===== src/izcs_pkg.sv =====
// Package for the impedance calibration sequencer: register map, field positions,
// reset values, timing counts and the carrier types shared by the design files.
// Assumes a single 250 MHz system clock and a 32-bit AXI4-Lite register bus.
package izcs_pkg;

    // Clock period in picoseconds at 250 MHz.
    localparam int CLK_PERIOD_PS = 4000;

    // Calibration time is a least time, so the cycle count rounds up.
    localparam int CAL_TIME_NS = 1000;
    localparam int CAL_CYCLES = (CAL_TIME_NS * 1000 + CLK_PERIOD_PS - 1) / CLK_PERIOD_PS;
    localparam int CAL_CNT_W = 9;
    localparam logic [CAL_CNT_W-1:0] CAL_LAST = CAL_CNT_W'(CAL_CYCLES - 1);

    // Width of one driver impedance code.
    localparam int CODE_W = 8;
    // Code loaded by system reset into the drivers and the default register: the untrimmed, plus or minus 30 percent setting.
    localparam logic [CODE_W-1:0] DEFAULT_CODE_RST = 8'h20;

    // Register byte offsets.
    localparam logic [7:0] OFS_CTRL = 8'h00;
    localparam logic [7:0] OFS_DEFAULT = 8'h04;
    localparam logic [7:0] OFS_STATUS = 8'h08;
    localparam logic [7:0] OFS_LAST_CODE = 8'h0c;
    localparam logic [7:0] OFS_CH0_CODE = 8'h10;
    localparam logic [7:0] OFS_CH1_CODE = 8'h14;
    localparam int ADDR_W = 8;

    // Control register fields (write one to act, read as zero).
    localparam int CTRL_SW_START = 0;
    localparam int CTRL_SW_RESET0 = 1;
    localparam int CTRL_SW_RESET1 = 2;

    // Status register fields.
    localparam int ST_BUSY = 0;
    localparam int ST_RESULT_VALID = 1;
    localparam int ST_IGNORED = 2;
    localparam int ST_EARLY_LATCH = 3;

    // AXI response codes.
    localparam logic [1:0] RESP_OKAY = 2'h0;
    localparam logic [1:0] RESP_SLVERR = 2'h2;

    // Number of channels on the die.
    localparam int NUM_CH = 2;

    // Decoded register selector.
    typedef enum logic [2:0] {
        REG_CTRL,
        REG_DEFAULT,
        REG_STATUS,
        REG_LAST_CODE,
        REG_CH0_CODE,
        REG_CH1_CODE,
        REG_NONE
    } izcs_reg_type;

    // Decoded calibration commands of one channel, one-cycle pulses.
    typedef struct packed {
        logic start;
        logic latch;
        logic cal_reset;
    } izcs_cmd_type;

    // Report from the shared engine.
    typedef struct packed {
        logic busy;
        logic done;
        logic ignored;
        logic valid;
        logic [CODE_W-1:0] code;
    } izcs_eng_type;

endpackage


===== src/izcs_engine.sv =====
// Shared calibration engine: one per die, serving both channels.
// Assumes start requests are one-cycle pulses and that the measured code from the
// analog comparator is stable when the calibration time has run out.
`timescale 1ns/1ps
module izcs_engine (
    input wire logic clk,
    input wire logic rst_n,
    input wire logic start_req,
    input wire logic [izcs_pkg::CODE_W-1:0] measure_code,
    output izcs_pkg::izcs_eng_type report
);

    typedef enum logic {ENG_IDLE, ENG_RUN} izcs_eng_state_type;

    izcs_eng_state_type state_q;
    logic [izcs_pkg::CAL_CNT_W-1:0] cnt_q;
    logic [izcs_pkg::CODE_W-1:0] code_q;
    logic valid_q;
    logic done_q;
    logic ignored_q;

    // start ignored
    // A start while running is only reported; the run and its count go on untouched.
    always_ff @(posedge clk) begin
        if (!rst_n) begin
            ignored_q <= 1'b0;
        end else begin
            ignored_q <= start_req && (state_q == ENG_RUN);
        end
    end

    // busy flag
    // The run state is the in-progress flag; it lasts exactly the calibration time.
    always_ff @(posedge clk) begin
        if (!rst_n) begin
            state_q <= ENG_IDLE;
            cnt_q <= '0;
        end else begin
            unique case (state_q)
                ENG_IDLE: begin
                    if (start_req) begin
                        state_q <= ENG_RUN;
                        cnt_q <= '0;
                    end
                end
                ENG_RUN: begin
                    if (cnt_q == izcs_pkg::CAL_LAST) begin
                        state_q <= ENG_IDLE;
                    end else begin
                        cnt_q <= cnt_q + 1'b1;
                    end
                end
            endcase
        end
    end

    // single result
    // The completed code changes only at the end of a run, so a reader during a run
    // still sees the previous result.
    always_ff @(posedge clk) begin
        if (!rst_n) begin
            code_q <= izcs_pkg::DEFAULT_CODE_RST;
            valid_q <= 1'b0;
            done_q <= 1'b0;
        end else begin
            done_q <= 1'b0;
            if (state_q == ENG_RUN && cnt_q == izcs_pkg::CAL_LAST) begin
                code_q <= measure_code;
                valid_q <= 1'b1;
                done_q <= 1'b1;
            end
        end
    end

    // Report assembled from flip-flops only.
    always_comb begin
        report.busy = (state_q == ENG_RUN);
        report.done = done_q;
        report.ignored = ignored_q;
        report.valid = valid_q;
        report.code = code_q;
    end

endmodule


===== src/izcs_top.sv =====
// Top of the impedance calibration sequencer: per-channel command handling, the
// per-channel driver codes and the AXI4-Lite register slave.
// Assumes channel commands arrive already decoded as one-cycle pulses synchronous
// to SYS_CLK, and that the controller keeps its own timing and power-down duties.
// None of those duties is checked here: a latch that comes too soon is carried out
// as it stands and flagged only by the early-latch status bit; a command during a
// settle time is carried out as it stands and not flagged.
//
// Behaviour
// - start begins calibration; latch loads the result into that channel's drivers.
// - calibration reset write returns channel to the default code held in the software-trimmed default register.
// - one engine makes the values, both channels use them.
// - starts accepted from either or both channels, anytime, other commands continue.
// - start arriving during a running calibration is ignored, run continues.
// - latch after calibration time loads result of the most recent start that was not ignored.
// - latch before calibration time loads most recently completed result.
// - calibration reset affects only the issuing channel.
// - each channel can send starts independently.
`timescale 1ns/1ps
module izcs_top (
    input wire logic SYS_CLK,
    input wire logic RSTN,
    input izcs_pkg::izcs_cmd_type [izcs_pkg::NUM_CH-1:0] CAL_CMD,
    input wire logic [izcs_pkg::CODE_W-1:0] CAL_MEASURE_CODE,
    output logic [izcs_pkg::CODE_W-1:0] DRV_CODE_CH0,
    output logic [izcs_pkg::CODE_W-1:0] DRV_CODE_CH1,
    output logic CAL_BUSY,
    input wire logic [izcs_pkg::ADDR_W-1:0] S_AXI_AWADDR,
    input wire logic S_AXI_AWVALID,
    output logic S_AXI_AWREADY,
    input wire logic [31:0] S_AXI_WDATA,
    input wire logic [3:0] S_AXI_WSTRB,
    input wire logic S_AXI_WVALID,
    output logic S_AXI_WREADY,
    output logic [1:0] S_AXI_BRESP,
    output logic S_AXI_BVALID,
    input wire logic S_AXI_BREADY,
    input wire logic [izcs_pkg::ADDR_W-1:0] S_AXI_ARADDR,
    input wire logic S_AXI_ARVALID,
    output logic S_AXI_ARREADY,
    output logic [31:0] S_AXI_RDATA,
    output logic [1:0] S_AXI_RRESP,
    output logic S_AXI_RVALID,
    input wire logic S_AXI_RREADY
);

    // Register selector shared by the read and write paths.
    function automatic izcs_pkg::izcs_reg_type decode_reg(input logic [izcs_pkg::ADDR_W-1:0] addr);
        izcs_pkg::izcs_reg_type sel;
        sel = izcs_pkg::REG_NONE;
        if (addr[1:0] == 2'h0) begin
            unique case (addr)
                izcs_pkg::OFS_CTRL: sel = izcs_pkg::REG_CTRL;
                izcs_pkg::OFS_DEFAULT: sel = izcs_pkg::REG_DEFAULT;
                izcs_pkg::OFS_STATUS: sel = izcs_pkg::REG_STATUS;
                izcs_pkg::OFS_LAST_CODE: sel = izcs_pkg::REG_LAST_CODE;
                izcs_pkg::OFS_CH0_CODE: sel = izcs_pkg::REG_CH0_CODE;
                izcs_pkg::OFS_CH1_CODE: sel = izcs_pkg::REG_CH1_CODE;
                default: sel = izcs_pkg::REG_NONE;
            endcase
        end
        return sel;
    endfunction

    // Register map, one aligned word each, with every field in byte lane 0.
    // Control, write one to act: software start, channel 0 reset, channel 1 reset.
    // It always reads as zero.
    // Default code, read and write, loaded into a channel by its reset.
    // Status: busy and result valid follow the engine; ignored start and early
    // latch are sticky and cleared by writing one.
    // Last completed code, then the channel 0 and channel 1 driver codes, read only.
    // Any other address answers with a slave error and has no effect.

    // Write channel state.
    logic aw_held_q;
    logic w_held_q;
    logic [izcs_pkg::ADDR_W-1:0] awaddr_q;
    logic [31:0] wdata_q;
    logic [3:0] wstrb_q;
    logic bvalid_q;
    logic [1:0] bresp_q;
    logic do_write;
    izcs_pkg::izcs_reg_type wr_sel;

    // Read channel state.
    logic rvalid_q;
    logic [31:0] rdata_q;
    logic [1:0] rresp_q;
    izcs_pkg::izcs_reg_type rd_sel;

    // Software controlled state.
    logic [izcs_pkg::CODE_W-1:0] default_code_q;
    logic ignored_q;
    logic early_latch_q;
    logic sw_start;
    logic [izcs_pkg::NUM_CH-1:0] sw_reset;
    logic clr_ignored;
    logic clr_early;

    // Calibration state.
    logic [izcs_pkg::CODE_W-1:0] drv_code_q [izcs_pkg::NUM_CH];
    logic start_any;
    logic [izcs_pkg::NUM_CH-1:0] early_hit;
    izcs_pkg::izcs_eng_type eng;

    // Address and data are each held until both are present; no new write is
    // taken while a response waits, so at most one write is in flight.
    assign S_AXI_AWREADY = !aw_held_q && !bvalid_q;
    assign S_AXI_WREADY = !w_held_q && !bvalid_q;
    assign do_write = aw_held_q && w_held_q && !bvalid_q;
    assign wr_sel = decode_reg(awaddr_q);

    // Capture of write address and write data, in either order.
    // A held item is dropped only when the write is carried out, so an address
    // that arrives long before its data is not lost.
    always_ff @(posedge SYS_CLK) begin
        if (!RSTN) begin
            aw_held_q <= 1'b0;
            w_held_q <= 1'b0;
            awaddr_q <= '0;
            wdata_q <= '0;
            wstrb_q <= '0;
        end else begin
            if (S_AXI_AWVALID && S_AXI_AWREADY) begin
                aw_held_q <= 1'b1;
                awaddr_q <= S_AXI_AWADDR;
            end else if (do_write) begin
                aw_held_q <= 1'b0;
            end
            if (S_AXI_WVALID && S_AXI_WREADY) begin
                w_held_q <= 1'b1;
                wdata_q <= S_AXI_WDATA;
                wstrb_q <= S_AXI_WSTRB;
            end else if (do_write) begin
                w_held_q <= 1'b0;
            end
        end
    end

    // Write response; unmapped addresses answer with a slave error.
    // Any high BREADY clears the response, so a master that holds it up from the
    // start sees the response for exactly one cycle.
    always_ff @(posedge SYS_CLK) begin
        if (!RSTN) begin
            bvalid_q <= 1'b0;
            bresp_q <= izcs_pkg::RESP_OKAY;
        end else if (do_write) begin
            bvalid_q <= 1'b1;
            bresp_q <= (wr_sel == izcs_pkg::REG_NONE) ? izcs_pkg::RESP_SLVERR : izcs_pkg::RESP_OKAY;
        end else if (S_AXI_BREADY) begin
            bvalid_q <= 1'b0;
        end
    end

    assign S_AXI_BVALID = bvalid_q;
    assign S_AXI_BRESP = bresp_q;

    // Write-one actions; only byte lane 0 carries them.
    // Writes to read-only registers are answered with OKAY and change nothing, so
    // software cannot preload a driver code, only reset it to the default code.
    always_comb begin
        sw_start = 1'b0;
        sw_reset = '0;
        clr_ignored = 1'b0;
        clr_early = 1'b0;
        if (do_write && wstrb_q[0]) begin
            if (wr_sel == izcs_pkg::REG_CTRL) begin
                sw_start = wdata_q[izcs_pkg::CTRL_SW_START];
                sw_reset[0] = wdata_q[izcs_pkg::CTRL_SW_RESET0];
                sw_reset[1] = wdata_q[izcs_pkg::CTRL_SW_RESET1];
            end
            if (wr_sel == izcs_pkg::REG_STATUS) begin
                clr_ignored = wdata_q[izcs_pkg::ST_IGNORED];
                clr_early = wdata_q[izcs_pkg::ST_EARLY_LATCH];
            end
        end
    end

    // Default code used by calibration resets; trimmed by software per die.
    always_ff @(posedge SYS_CLK) begin
        if (!RSTN) begin
            default_code_q <= izcs_pkg::DEFAULT_CODE_RST;
        end else if (do_write && wstrb_q[0] && wr_sel == izcs_pkg::REG_DEFAULT) begin
            default_code_q <= wdata_q[izcs_pkg::CODE_W-1:0];
        end
    end

    // per-channel starts
    // Starts from both channels and software merge into one request; simultaneous
    // starts thus launch one run, and other commands are never stalled.
    // Software starts obey the same ignore rule as channel starts.
    assign start_any = CAL_CMD[0].start || CAL_CMD[1].start || sw_start;

    // start launches engine
    // The engine is shared and ignores calibration resets, so a reset on one
    // channel never disturbs a run that the other channel started.
    izcs_engine u_engine (
        .clk(SYS_CLK),
        .rst_n(RSTN),
        .start_req(start_any),
        .measure_code(CAL_MEASURE_CODE),
        .report(eng)
    );

    // Busy is the engine's run state, taken straight from its flip-flop, so it
    // rises at the edge that samples the start, one cycle after the start appears.
    assign CAL_BUSY = eng.busy;

    // Per-channel driver code registers, one per channel.
    // The codes are levels that stand until the next latch or reset of the same
    // channel; the drivers are expected to follow them without a strobe.
    genvar ch;
    generate
        for (ch = 0; ch < izcs_pkg::NUM_CH; ch++) begin : g_chan
            // latch before time
            // While a run is active the engine still holds the last completed code,
            // so one path serves both cases. A latch sampled in the last busy cycle
            // still takes the old code, as the run has not yet met its time; from
            // the next cycle on the new code stands in the engine's register.
            assign early_hit[ch] = CAL_CMD[ch].latch && eng.busy;

            // reset own channel
            // A reset and a latch in the same cycle: the reset is tested first and wins.
            always_ff @(posedge SYS_CLK) begin
                if (!RSTN) begin
                    drv_code_q[ch] <= izcs_pkg::DEFAULT_CODE_RST;
                end else if (CAL_CMD[ch].cal_reset || sw_reset[ch]) begin
                    drv_code_q[ch] <= default_code_q;
                end else if (CAL_CMD[ch].latch) begin
                    drv_code_q[ch] <= eng.code;
                end
            end
        end
    endgenerate

    assign DRV_CODE_CH0 = drv_code_q[0];
    assign DRV_CODE_CH1 = drv_code_q[1];

    // ignored start noted
    // Sticky status events; a new event in the clearing cycle survives the clear.
    // The engine reports an ignored start one edge late, so software may see busy
    // drop before the ignored bit rises.
    always_ff @(posedge SYS_CLK) begin
        if (!RSTN) begin
            ignored_q <= 1'b0;
            early_latch_q <= 1'b0;
        end else begin
            ignored_q <= (ignored_q && !clr_ignored) || eng.ignored;
            early_latch_q <= (early_latch_q && !clr_early) || (|early_hit);
        end
    end

    // Read path: one outstanding read, answered the cycle after it is taken.
    // The address is decoded straight from the bus, so the data show the registers
    // as they stand at the taking edge; a write landing at that same edge is not
    // yet visible to the read.
    assign S_AXI_ARREADY = !rvalid_q;
    assign rd_sel = decode_reg(S_AXI_ARADDR);

    always_ff @(posedge SYS_CLK) begin
        if (!RSTN) begin
            rvalid_q <= 1'b0;
            rdata_q <= '0;
            rresp_q <= izcs_pkg::RESP_OKAY;
        end else if (S_AXI_ARVALID && S_AXI_ARREADY) begin
            rvalid_q <= 1'b1;
            rresp_q <= izcs_pkg::RESP_OKAY;
            rdata_q <= '0;
            unique case (rd_sel)
                izcs_pkg::REG_CTRL: rdata_q <= '0;
                izcs_pkg::REG_DEFAULT: rdata_q[izcs_pkg::CODE_W-1:0] <= default_code_q;
                izcs_pkg::REG_STATUS: begin
                    rdata_q[izcs_pkg::ST_BUSY] <= eng.busy;
                    rdata_q[izcs_pkg::ST_RESULT_VALID] <= eng.valid;
                    rdata_q[izcs_pkg::ST_IGNORED] <= ignored_q;
                    rdata_q[izcs_pkg::ST_EARLY_LATCH] <= early_latch_q;
                end
                izcs_pkg::REG_LAST_CODE: rdata_q[izcs_pkg::CODE_W-1:0] <= eng.code;
                izcs_pkg::REG_CH0_CODE: rdata_q[izcs_pkg::CODE_W-1:0] <= drv_code_q[0];
                izcs_pkg::REG_CH1_CODE: rdata_q[izcs_pkg::CODE_W-1:0] <= drv_code_q[1];
                izcs_pkg::REG_NONE: rresp_q <= izcs_pkg::RESP_SLVERR;
            endcase
        end else if (S_AXI_RREADY) begin
            rvalid_q <= 1'b0;
        end
    end

    assign S_AXI_RVALID = rvalid_q;
    assign S_AXI_RDATA = rdata_q;
    assign S_AXI_RRESP = rresp_q;

endmodule


===== config.mk =====
export PLATFORM = sky130hd
export DESIGN_NAME = izcs_top
export DESIGN_NICKNAME = d
export VERILOG_FILES = /design/src/izcs_pkg.sv /design/src/izcs_engine.sv /design/src/izcs_top.sv
export SDC_FILE = /design/constraint.sdc
export NUM_CORES = 1
export LEC_CHECK = 0
export BUFFER_PORTS_ARGS = -buffer_cell sky130_fd_sc_hd__buf_2
export CORE_AREA = 8 8 80 117
export DETAILED_ROUTE_END_ITERATION = 8
export DIE_AREA = 0 0 88 125
export PLACE_DENSITY_LB_ADDON = 0.15
export SETUP_SLACK_MARGIN = 0.15
export SLEW_MARGIN = 10
export SYNTH_ARGS = -nofsm -noshare
export SYNTH_HDL_FRONTEND = slang
export SYNTH_SLANG_ARGS = --single-unit

===== constraint.sdc =====
create_clock -name SYS_CLK -period 3 [get_ports SYS_CLK]
set_clock_uncertainty 0.05 [all_clocks]
set_input_delay 0.45 -clock SYS_CLK [delete_from_list [all_inputs] [get_ports SYS_CLK]]
set_output_delay 0.45 -clock SYS_CLK [all_outputs]
set_load 0.01 [all_outputs]

==> summary.txt, run 1 <==
Status
  – Outcome: completed

Min path
  – Worst Hold Path Cells: 2
  – Worst hold path class: in2reg
  – HP Start: S_AXI_RREADY

Clock network
  – Setup fix buffers added after clock tree synthesis: 0
  – Clock insertion delay at the later pin of the skew report: 0.33 ns
  – Clock-pin slew reported for the worst setup and hold paths after clock tree synthesis: 0.06 ns
  – Sink count of the clock tree: 77
  – Count of cells resized by post-cts repair: 0
  – Root cell of the clock tree: sky130_fd_sc_hd__clkbuf_16
  – Hold-fix buffers, CTS: 0
  – H-tree depth: 3
  – Num CTS Buffers: 9
  – TritonCTS clock tree: done
  – Maximum root-to-sink buffer count: 2

Global routing
  – Global-route wire length before repair: roughly 16 mm
  – Maximum number of pins on one net before global-route repair: 40
  – Number of global-route vias before repair: roughly 3,300
  – Number of antenna violations at the first check in global routing: 0
  – Total global routing track utilization: 18.27%
  – Total overflow reported by the global router: 0

STA
  – Setup TNS after final layout: 0 ns
  – Setup-failing EPs final: 0
  – Final critical-path required period: 2.049 ns
  – Hold violation total from the final report: 0
  – Max Clk Rate: 488.0 MHz
  – Worst hold slack after final layout: 0.2511 ns
  – Measured slew at the worst slew-check pin: between 0.5 and 0.6 ns
  – Relative slew slack: 65.53%
  – Setup repair after global routing missed its margin: no
  – Period utilisation layout: between 60% and 70%
  – Max-slew violation count: 0

Yosys
  – Mean Syn Cell Area: 9.015 sq um
  – Count of flip-flops with a built-in enable after synthesis: 16
  – Combined area of all synthesized cells: between 3000 and 4000 sq um
  – Number of synthesized register bits: 77
  – Asr flop ratio synth: 0%
  – Top flip-flop cell by instance count after synthesis: sky130_fd_sc_hd__dfxtp_1
  – Post-synthesis sequential area ratio: 44.52%
  – Yosys warning count: 0
  – Synth unique cells: 55
  – Mapped Cells: 424
  – Most area-hungry cell type in the Yosys netlist: sky130_fd_sc_hd__dfxtp_1
  – Area contributors post-synth: sky130_fd_sc_hd__dfxtp_1, sky130_fd_sc_hd__edfxtp_1, sky130_fd_sc_hd__mux2i_1
  – Share of the synthesized area in the top cell type: 31.95%

Routing
  – Detail-routed net length per standard cell: about 16 um
  – DRC marker count from the first detailed-route iteration: roughly 140
  – Total wire length after detailed routing: 9.647 mm
  – Drc violations: 0
  – Drt via density: 5.410
  – Number of vias in the routed layout: 3,262
  – Count of nets left with antenna violations after detail routing: 0
  – Number of search-and-repair iterations in the first detailed-routing pass: 4

Setup path
  – Slowest cell on the critical path: sky130_fd_sc_hd__nor4b_4
  – Category of the worst setup path launch point: flip-flop
  – Critical Path Source: S_AXI_BVALID
  – Data arrival time of the critical path: about 2 ns
  – Crit Path Max Fanout: 10
  – Ordered cell list for the critical path: nand3b_4 -> nor4b_4 -> a31o_1 -> or3_1
  – Depth of the worst register-to-register path: 4
  – R2r startpoint: S_AXI_BVALID
  – Critical path start-end classification: reg2reg
  – Worst stage delay on the critical path: 0.48 ns
  – Element type at the critical path end: flip-flop
  – Critical path data required time: roughly 2.9 ns

Placement
  – Last weighted congestion value of the routability-driven placer: 0.8641
  – Total placed cells including tap cells: 587
  – IO Port Bufs: 77
  – HPWL after detailed placement: 7.330 mm

Cells and area
  – FILL cells: 742
  – Number of antenna diodes: 0
  – Share of cells above drive strength 1: 21.89%
  – Number of nets at the end of the flow: 568
  – Most common cell after layout, fill and taps aside: sky130_fd_sc_hd__buf_2
  – Final std cells w/o fill: between 600 and 700
  – Highest-count cells in the layout ignoring fill and taps: sky130_fd_sc_hd__buf_2, sky130_fd_sc_hd__nand2_1, sky130_fd_sc_hd__dfxtp_1
  – Relative area change from synthesis to final layout: 17.22%

Floorplanning
  – Initial Util: between 40% and 50%
  – Core footprint: 7757 sq um
  – Die outline area: 11,000 sq um
  – Count of standard-cell rows: 40
  – Vertical extent of the die: 125 um
  – Die Width: 88 um
  – IO Count: 131

Pwr
  – Total power draw: 2.452 mW
  – Max VDD drop: between 0.0003 and 0.0004 V
  – Leak pwr: 1.892 nW
  – Power Dens Cells: 547.3 nW/um^2

Run
  – Max capacitance violation total: 0
-- cell type report --
| cell class | instances | area [sq um] | area share, % |
|---|---|---|---|
| Inverter | 10 | 37.54 | 0.8378 |
| Timing Repair Buffer | 83 | 430.4 | 9.606 |
| Clock buffer | 14 | 296.5 | 6.618 |
| Sequential cell | 77 | 1702 | 37.98 |
| Clock inverter | 2 | 12.51 | 0.2793 |
| Multi-Input combinational cell | 312 | 1871 | 41.75 |
| Tap cell | 105 | 131.4 | 2.932 |
-- critical path, delay by kind of cell, from the launching register on --
kind               cells  cell delay (ns)
AOI/OAI and AO/OA      1             0.24
DFF                    1             0.36
and+or+nand+nor        3             1.04
-- flip-flops by register name (all words and copies together), names as in the netlist, 8 cells and up --
register / flops
S_AXI_RDATA: 8
awaddr_q: 8
u_engine.cnt_q: 9
default_code_q: 8
drv_code_q: 16
u_engine.code_q: 8
wdata_q: 8
-- path summary, 6_finish.rpt --
check	slack (ns)	end
max	0.95	drv_code_q[1][0]
min	0.25	S_AXI_RVALID
max reg2reg	0.95	drv_code_q[1][0]
min reg2reg	0.40	ignored_q
-- routing by layer --
metal  vias to the layer above  GRT usage (%)  wire length, um
li1                       1618              -                -
met1                      1527          20.14             3794
met2                        97          32.34             5227
met3                        20          2.951              403
met4                         0          8.758              222
met5                         -              0                0
-- cell usage after synthesis, types with 2 or more instances --
cell,n
sky130_fd_sc_hd__mux2_2,4
sky130_fd_sc_hd__nor2b_1,2
sky130_fd_sc_hd__nor3b_1,3
sky130_fd_sc_hd__nor3_1,8
sky130_fd_sc_hd__edfxtp_1,16
sky130_fd_sc_hd__or3_1,4
sky130_fd_sc_hd__buf_1,2
sky130_fd_sc_hd__nor2_1,11
sky130_fd_sc_hd__and2_1,3
sky130_fd_sc_hd__nand3_1,20
sky130_fd_sc_hd__dfxtp_1,61
sky130_fd_sc_hd__nor3_2,2
sky130_fd_sc_hd__buf_4,26
sky130_fd_sc_hd__mux2i_1,28
sky130_fd_sc_hd__a21oi_1,41
sky130_fd_sc_hd__a22o_1,8
sky130_fd_sc_hd__o21ai_0,18
sky130_fd_sc_hd__nand4_1,13
sky130_fd_sc_hd__o22ai_1,10
sky130_fd_sc_hd__nand2b_1,5
sky130_fd_sc_hd__clkbuf_1,15
sky130_fd_sc_hd__a31o_1,2
sky130_fd_sc_hd__ha_1,2
sky130_fd_sc_hd__nand2_1,66
sky130_fd_sc_hd__a22oi_1,4
sky130_fd_sc_hd__inv_1,10
sky130_fd_sc_hd__and3_1,3
sky130_fd_sc_hd__a31oi_1,3
sky130_fd_sc_hd__buf_2,5
sky130_fd_sc_hd__buf_6,2
sky130_fd_sc_hd__o211a_1,3
-- power by group --
group / switching [mW] / total [mW] / internal [mW]
clock network: 0.405 / 1.09 / 0.683
logic: 0.150 / 0.241 / 0.0917
registers: 0.0344 / 1.12 / 1.09
total: 0.589 / 2.45 / 1.86
-- cells by family after synthesis --
kind of cell	Yosys count	share of synthesized area (%)
buf+inv	60	9.002
flops	77	44.52
fa+ha+maj	2	0.6546
compound gates	98	15.75
mux	32	8.511
xor+xnor	1	0.2292
other cells	1	0.09811
simple gates	153	21.24
-- metrics by stage --
stage | cell area (sq um) | worst slack [ns] | util [%]
2_1_floorplan | 3916 | 1.038 | -
3_3_place_gp | 4172 | 0.9651 | 53.77
3_5_place_dp | 4172 | 0.9391 | 53.77
4_1_cts | 4481 | 0.9236 | 57.76
5_1_grt | 4481 | 0.7724 | 57.76
6_report | 4481 | 0.9510 | 57.76
Note: power is estimated with default switching activity, not from simulation.
==> run 2, diff against run 1 <==
Settings changed: CORE_AREA 8 8 80 117 to 8 8 81 119, DIE_AREA 0 0 88 125 to 0 0 89 127.
Clock period 3 ns to 2 ns, I/O delays scaled along.
==> summary.txt, run 2 (synthesis gave the netlist of run 1 again) <==
STA
  – Relative slew slack: 66.25% (+0.72 points)
  – Period utilisation layout: 93.59% (+25 points)
  – Measured slew at the worst slew-check pin: 0.5044 ns (-0.01047 ns)
  – Setup TNS after final layout: 0 ns (unchanged)
  – Setup-failing EPs final: 0 (unchanged)
  – Hold violation total from the final report: 0 (unchanged)
  – Final critical-path required period: 1.872 ns (-0.1773 ns)
  – Setup repair after global routing missed its margin: yes
  – Max Clk Rate: 534.3 MHz (+9.5%)
  – Max-slew violation count: 0 (unchanged)

Cells and area
  – Max FFs per register: 16 (unchanged)
  – Relative area change from synthesis to final layout: 19.21%
  – Register containing the most flip-flops in the final layout: drv_code_q
  – Most common cell after layout, fill and taps aside: sky130_fd_sc_hd__buf_2
  – Number of antenna diodes: 0 (unchanged)
  – Highest-count cells in the layout ignoring fill and taps: sky130_fd_sc_hd__buf_2, sky130_fd_sc_hd__nand2_1, sky130_fd_sc_hd__dfxtp_1
  – Flip-flop and latch area: 1703 sq um (about the same)
  – Final instance area: 4557 sq um (+1.7%)
  – FILL cells: 768 (+3.5%)
  – Largest regs: drv_code_q: 16 flops, u_engine.cnt_q: 9 flops
  – Number of nets at the end of the flow: 580 (+2.1%)
  – Share of cells above drive strength 1: 24.36% (+2.5 points)
  – Combined area of the multi-input logic cells: 1887 sq um (+0.87%)

Routing
  – Number of vias in the routed layout: 3,333 (+2.2%)
  – Count of nets left with antenna violations after detail routing: 0 (unchanged)
  – Detail-routed net length per standard cell: 15.99 um (about the same)
  – DRC marker count from the first detailed-route iteration: 216 (+58%)
  – Number of search-and-repair iterations in the first detailed-routing pass: 4 (unchanged)
  – Drt via density: 5.428 (+0.35%)
  – Drc violations: 0 (unchanged)
  – Total wire length after detailed routing: 9.817 mm (+1.8%)

Setup path
  – Category of the worst setup path launch point: flip-flop
  – Critical path start-end classification: reg2reg
  – Crit Path Max Fanout: 8 (-2)
  – Critical path data required time: 2.13 ns (-0.81 ns)
  – Element type at the critical path end: flip-flop
  – Data arrival time of the critical path: 2.00 ns (about the same)

Placement
  – HPWL after detailed placement: 7.595 mm (+3.6%)
  – Last weighted congestion value of the routability-driven placer: 0.8708 (+0.78%)
  – Post-DP Area: 4272 sq um (+2.4%)
  – IO Port Bufs: 77 (unchanged)

Run
  – Max capacitance violation total: 0 (unchanged)

Floorplanning
  – Vertical extent of the die: 127 um (+1.6%)
  – Initial Util: 48.34% (-0.94 points)
  – Die Width: 89 um (+1.1%)
  – Count of standard-cell rows: 40 (unchanged)
  – IO Count: 131 (unchanged)
  – Die outline area: 11,300 sq um (+2.8%)
  – Core footprint: 7908 sq um (+1.9%)

Clock network
  – Num CTS Buffers: 9 (unchanged)
  – H-tree depth: 3 (unchanged)
  – Clock-pin slew reported for the worst setup and hold paths after clock tree synthesis: 0.06 ns (about the same)
  – Sink count of the clock tree: 77 (unchanged)
  – Clock insertion delay at the later pin of the skew report: 0.34 ns (about the same)
  – Maximum root-to-sink buffer count: 2 (unchanged)
  – TritonCTS clock tree: done
  – Setup fix buffers added after clock tree synthesis: 0 (unchanged)
  – Root cell of the clock tree: sky130_fd_sc_hd__clkbuf_16

Pwr
  – Leak pwr: 1.943 nW (+2.7%)
  – Power Dens Cells: 781.2 nW/um^2 (+43%)
  – Max VDD drop: 0.0004652 V (+31%)

Global routing
  – Number of antenna violations at the first check in global routing: 0 (unchanged)
  – Maximum number of pins on one net before global-route repair: 38 (-5.0%)
  – Total overflow reported by the global router: 0 (unchanged)
  – Number of global-route vias before repair: 3,282 (+0.74%)
  – Global-route wire length before repair: 15.64 mm (-1.8%)
  – Total global routing track utilization: 17.72% (-0.54 points)

Status
  – Outcome: completed

Min path
  – Worst hold path class: in2reg
[run 2: cell count changes in the layout (fill, tap and decap cells not counted), sizes merged]
cell / before / now
buf: 83 / 95
clkbuf: 14 / 13
clkinv: 1 / 2
clkinvlp: 1 / 0
[run 2: path summary, 6_finish.rpt]
check                                   startpoint                to  slack (ns)  depth (start not counted)
worst max-delay path                   awaddr_q[5]  drv_code_q[0][6]        0.13                          5
worst min-delay path                  S_AXI_RREADY      S_AXI_RVALID        0.10                          2
worst max register to register         awaddr_q[5]  drv_code_q[0][6]        0.13                          5
worst min register to register  u_engine.ignored_q         ignored_q        0.39                          1
[run 2: per-layer routing]
metal  vias up  share of wire [%]  GRT usage, %
li1       1642                  -             -
met3        17                5.7         3.915
met4         0                2.4         8.071
met5         -                  0             0
met2       100                 53         31.16
met1      1574                 39         19.37
[run 2: repair_timing]
| item | CTS | global route |
|---|---|---|
| pin swaps | 2 | 1 |
| hold buffers | 0 | 0 |
| gates resized for setup | 1 | 3 |
| setup endpoints to repair | 9 | 36 |
[run 2: worst max-delay path: stages (launching register included)]
cell and delay (ns):
sky130_fd_sc_hd__dfxtp_2 0.32, sky130_fd_sc_hd__or4_4 0.55, sky130_fd_sc_hd__nor3_4 0.17, sky130_fd_sc_hd__a31o_1 0.22
sky130_fd_sc_hd__buf_6 0.18, sky130_fd_sc_hd__mux2i_1 0.22
[run 2: per-stage QoR]
step	util, %	std cells	total power [mW]	hold WS, ns	setup slack, ns
floorplan	-	449	1.988	0.3501	0.1525
global placement	54.02	599	2.096	0.3750	0.1613
detailed placement	54.02	599	2.103	0.3840	0.1421
CTS	57.48	614	3.579	0.08668	0.1252
global route	57.63	614	3.687	0.1183	0.06032
finish	57.63	614	3.560	0.1003	0.1283
[run 2: layout make-up]
cell class	count	share of cell area, %
Clock buffer	13	5.711
Clock inverter	2	0.2197
Inverter	10	0.8237
Multi-Input combinational cell	312	41.41
Sequential cell	77	37.37
Tap cell	105	2.883
Timing Repair Buffer	95	11.59
[run 2: report_power, final]
group          switching, mW  total [mW]  leakage, nW  internal (mW)
clock network          0.589        1.49        0.135          0.897
logic                  0.239       0.395         1.13          0.156
registers             0.0460        1.68        0.676           1.63
==> run 3, diff against run 2 <==
Settings changed: CELL_PAD_IN_SITES_DETAIL_PLACEMENT set to 0, CELL_PAD_IN_SITES_GLOBAL_PLACEMENT set to 1, CORE_AREA 8 8 81 119 to 8 8 92 136, DIE_AREA 0 0 89 127 to 0 0 100 144.
==> summary.txt, run 3 (synthesis gave the netlist of run 1 again) <==
Min path
  – Worst hold path class: in2reg
  – HP Start: S_AXI_RREADY
  – Worst Hold Path Cells: 2 (unchanged)

Clock network
  – Sink count of the clock tree: 77 (unchanged)
  – Maximum root-to-sink buffer count: 2 (unchanged)
  – Num CTS Buffers: 9 (unchanged)
  – Clock insertion delay at the later pin of the skew report: 0.33 ns (about the same)
  – Root cell of the clock tree: sky130_fd_sc_hd__clkbuf_16
  – Clock-pin slew reported for the worst setup and hold paths after clock tree synthesis: 0.06 ns (about the same)
  – H-tree depth: 3 (unchanged)
  – TritonCTS clock tree: done

Cells and area
  – Highest-count cells in the layout ignoring fill and taps: sky130_fd_sc_hd__buf_2, sky130_fd_sc_hd__nand2_1, sky130_fd_sc_hd__dfxtp_1
  – Register containing the most flip-flops in the final layout: drv_code_q
  – Final std cells w/o fill: 660 (+7.5%)
  – Largest regs: drv_code_q: 16 flops, u_engine.cnt_q: 9 flops
  – Number of nets at the end of the flow: 583 (+0.52%)
  – Final instance area: 4745 sq um (+4.1%)
  – FILL cells: 1,116 (+45%)
  – Share of cells above drive strength 1: 25.73% (+1.4 points)
  – Number of antenna diodes: 0 (unchanged)
  – Core occupancy in the finished layout: 44.33% (-13 points)
  – Relative area change from synthesis to final layout: 24.12%
  – Max FFs per register: 16 (unchanged)
  – Most common cell after layout, fill and taps aside: sky130_fd_sc_hd__buf_2

STA
  – Max Clk Rate: 531.6 MHz (-0.50%)
  – Period utilisation layout: 94.06% (+0.47 points)
  – Setup TNS after final layout: 0 ns (unchanged)
  – Max-slew violation count: 0 (unchanged)
  – Worst hold slack after final layout: 0.09824 ns (-0.002033 ns)
  – Final critical-path required period: 1.881 ns (+0.009439 ns)
  – Worst-case setup margin in the final layout: 0.1188 ns (-0.009439 ns)
  – Setup repair after global routing missed its margin: yes
  – Hold violation total from the final report: 0 (unchanged)
  – Setup-failing EPs final: 0 (unchanged)

Pwr
  – Power share of the sequential group: 42.0% (-5.2 points)
  – Internal Pwr Total: 3.076 mW (+14%)
  – Total power draw: 4.001 mW (+12%)
  – Power Dens Cells: 843.3 nW/um^2 (+8.0%)
  – Share of total power consumed by net switching: 23.13% (-1.4 points)
  – Proportion of power drawn by combinational gates: 10.2% (-0.9 points)
  – Leak pwr: 2.002 nW (+3.0%)
  – Max VDD drop: 0.0004693 V (+0.89%)
  – Relative contribution of the clock network to total power: 47.8% (+6.1 points)
  – NetSw: 0.9255 mW (+5.9%)

Run
  – Max capacitance violation total: 0 (unchanged)

Status
  – Outcome: completed

Floorplanning
  – Vertical extent of the die: 144 um (+13%)
  – Count of standard-cell rows: 47 (+18%)
  – Die Width: 100 um (+12%)
  – Die outline area: 14,400 sq um (+27%)
  – IO Count: 131 (unchanged)
  – Core footprint: 10,700 sq um (+35%)
  – Initial Util: 35.71% (-13 points)

Global routing
  – Total overflow reported by the global router: 0 (unchanged)
  – Number of global-route vias before repair: 3,376 (+2.9%)
  – Number of antenna violations at the first check in global routing: 0 (unchanged)
  – Maximum number of pins on one net before global-route repair: 38 (unchanged)
  – Total global routing track utilization: 15.01% (-2.7 points)
  – Global-route wire length before repair: 16.86 mm (+7.8%)

Routing
  – Detail-routed net length per standard cell: 16.20 um (+1.3%)
  – Drc violations: 0 (unchanged)
  – Total wire length after detailed routing: 10.69 mm (+8.9%)
  – Number of search-and-repair iterations in the first detailed-routing pass: 4 (unchanged)
  – Drt via density: 4.974 (-8.4%)
  – DRC marker count from the first detailed-route iteration: 100 (-54%)
  – Number of vias in the routed layout: 3,283 (-1.5%)
  – Count of nets left with antenna violations after detail routing: 0 (unchanged)

Placement
  – Setup slack at placement: 0.09266 ns (-0.04941 ns)
  – Last weighted congestion value of the routability-driven placer: 0.8666 (-0.48%)
  – Post-DP Area: 4344 sq um (+1.7%)
  – IO Port Bufs: 77 (unchanged)
  – HPWL after detailed placement: 8.441 mm (+11%)
  – Total placed cells including tap cells: 642 (+7.2%)

Setup path
  – Data arrival time of the critical path: 2.01 ns (about the same)
  – Critical Path Source: awaddr_q[5]
  – Critical path start-end classification: reg2reg
  – Crit Path Max Fanout: 8 (unchanged)
  – R2r startpoint: awaddr_q[5]
  – Element type at the critical path end: flip-flop
  – Category of the worst setup path launch point: flip-flop
  – Depth of the worst register-to-register path: 5 (unchanged)
  – Critical path data required time: 2.13 ns (about the same)
## run 3: cell types whose count changed in the layout (fill, tap and decap cells not counted), moves of 2 or more
cell,before,now
sky130_fd_sc_hd__buf_4,16,19
sky130_fd_sc_hd__bufinv_16,0,2
sky130_fd_sc_hd__clkbuf_1,2,0
sky130_fd_sc_hd__clkbuf_16,9,11
sky130_fd_sc_hd__mux2i_1,28,26
## run 3: layout make-up
| cell class | count | area [sq um] | area share, % |
|---|---|---|---|
| clock buffers | 12 | 289.0 | 6.092 |
| clock inverters | 4 | 73.82 | 1.556 |
| inverters | 10 | 37.54 | 0.7911 |
| multi-input cells | 312 | 1898 | 40.01 |
| flip-flops and latches | 77 | 1703 | 35.89 |
| well taps | 147 | 183.9 | 3.877 |
| repair buffers | 98 | 559.3 | 11.79 |
## run 3: metal layers
layer / routed length, um / track usage [%]
met1: 4148 / 14.84
met2: 5865 / 28.80
met3: 456 / 3.470
met4: 221 / 6.480
met5: 0 / 0
## run 3: power groups by stage
stage               Combinational (mW)  Sequential, mW  Clock [mW]
finish                           0.409            1.68        1.91
global route                     0.456            1.68        2.03
CTS                              0.407            1.68        1.96
detailed placement               0.403            1.71           0
global placement                 0.398            1.71           0
floorplan                        0.279            1.71           0
## run 3: final timing paths
| kind | endpoint | slack, ns |
|---|---|---|
| min | S_AXI_RVALID | 0.1 |
| min reg2reg | ignored_q | 0.40 |
| max | drv_code_q[1][7] | 0.12 |
| max reg2reg | drv_code_q[1][7] | 0.12 |
## run 3: worst max-delay path: stages (launching register included)
cell	delay, ns
sky130_fd_sc_hd__dfxtp_2	0.32
sky130_fd_sc_hd__or4_4	0.55
sky130_fd_sc_hd__nor3_4	0.17
sky130_fd_sc_hd__a31o_1	0.25
sky130_fd_sc_hd__buf_12	0.16
sky130_fd_sc_hd__mux2i_4	0.22
## run 3: timing repair
action	in CTS	in global routing
endpoints found under the setup margin	21	36
hold buffers	0	0
gates resized for setup	2	4
pin swaps	2	3
buffers inserted	1	1
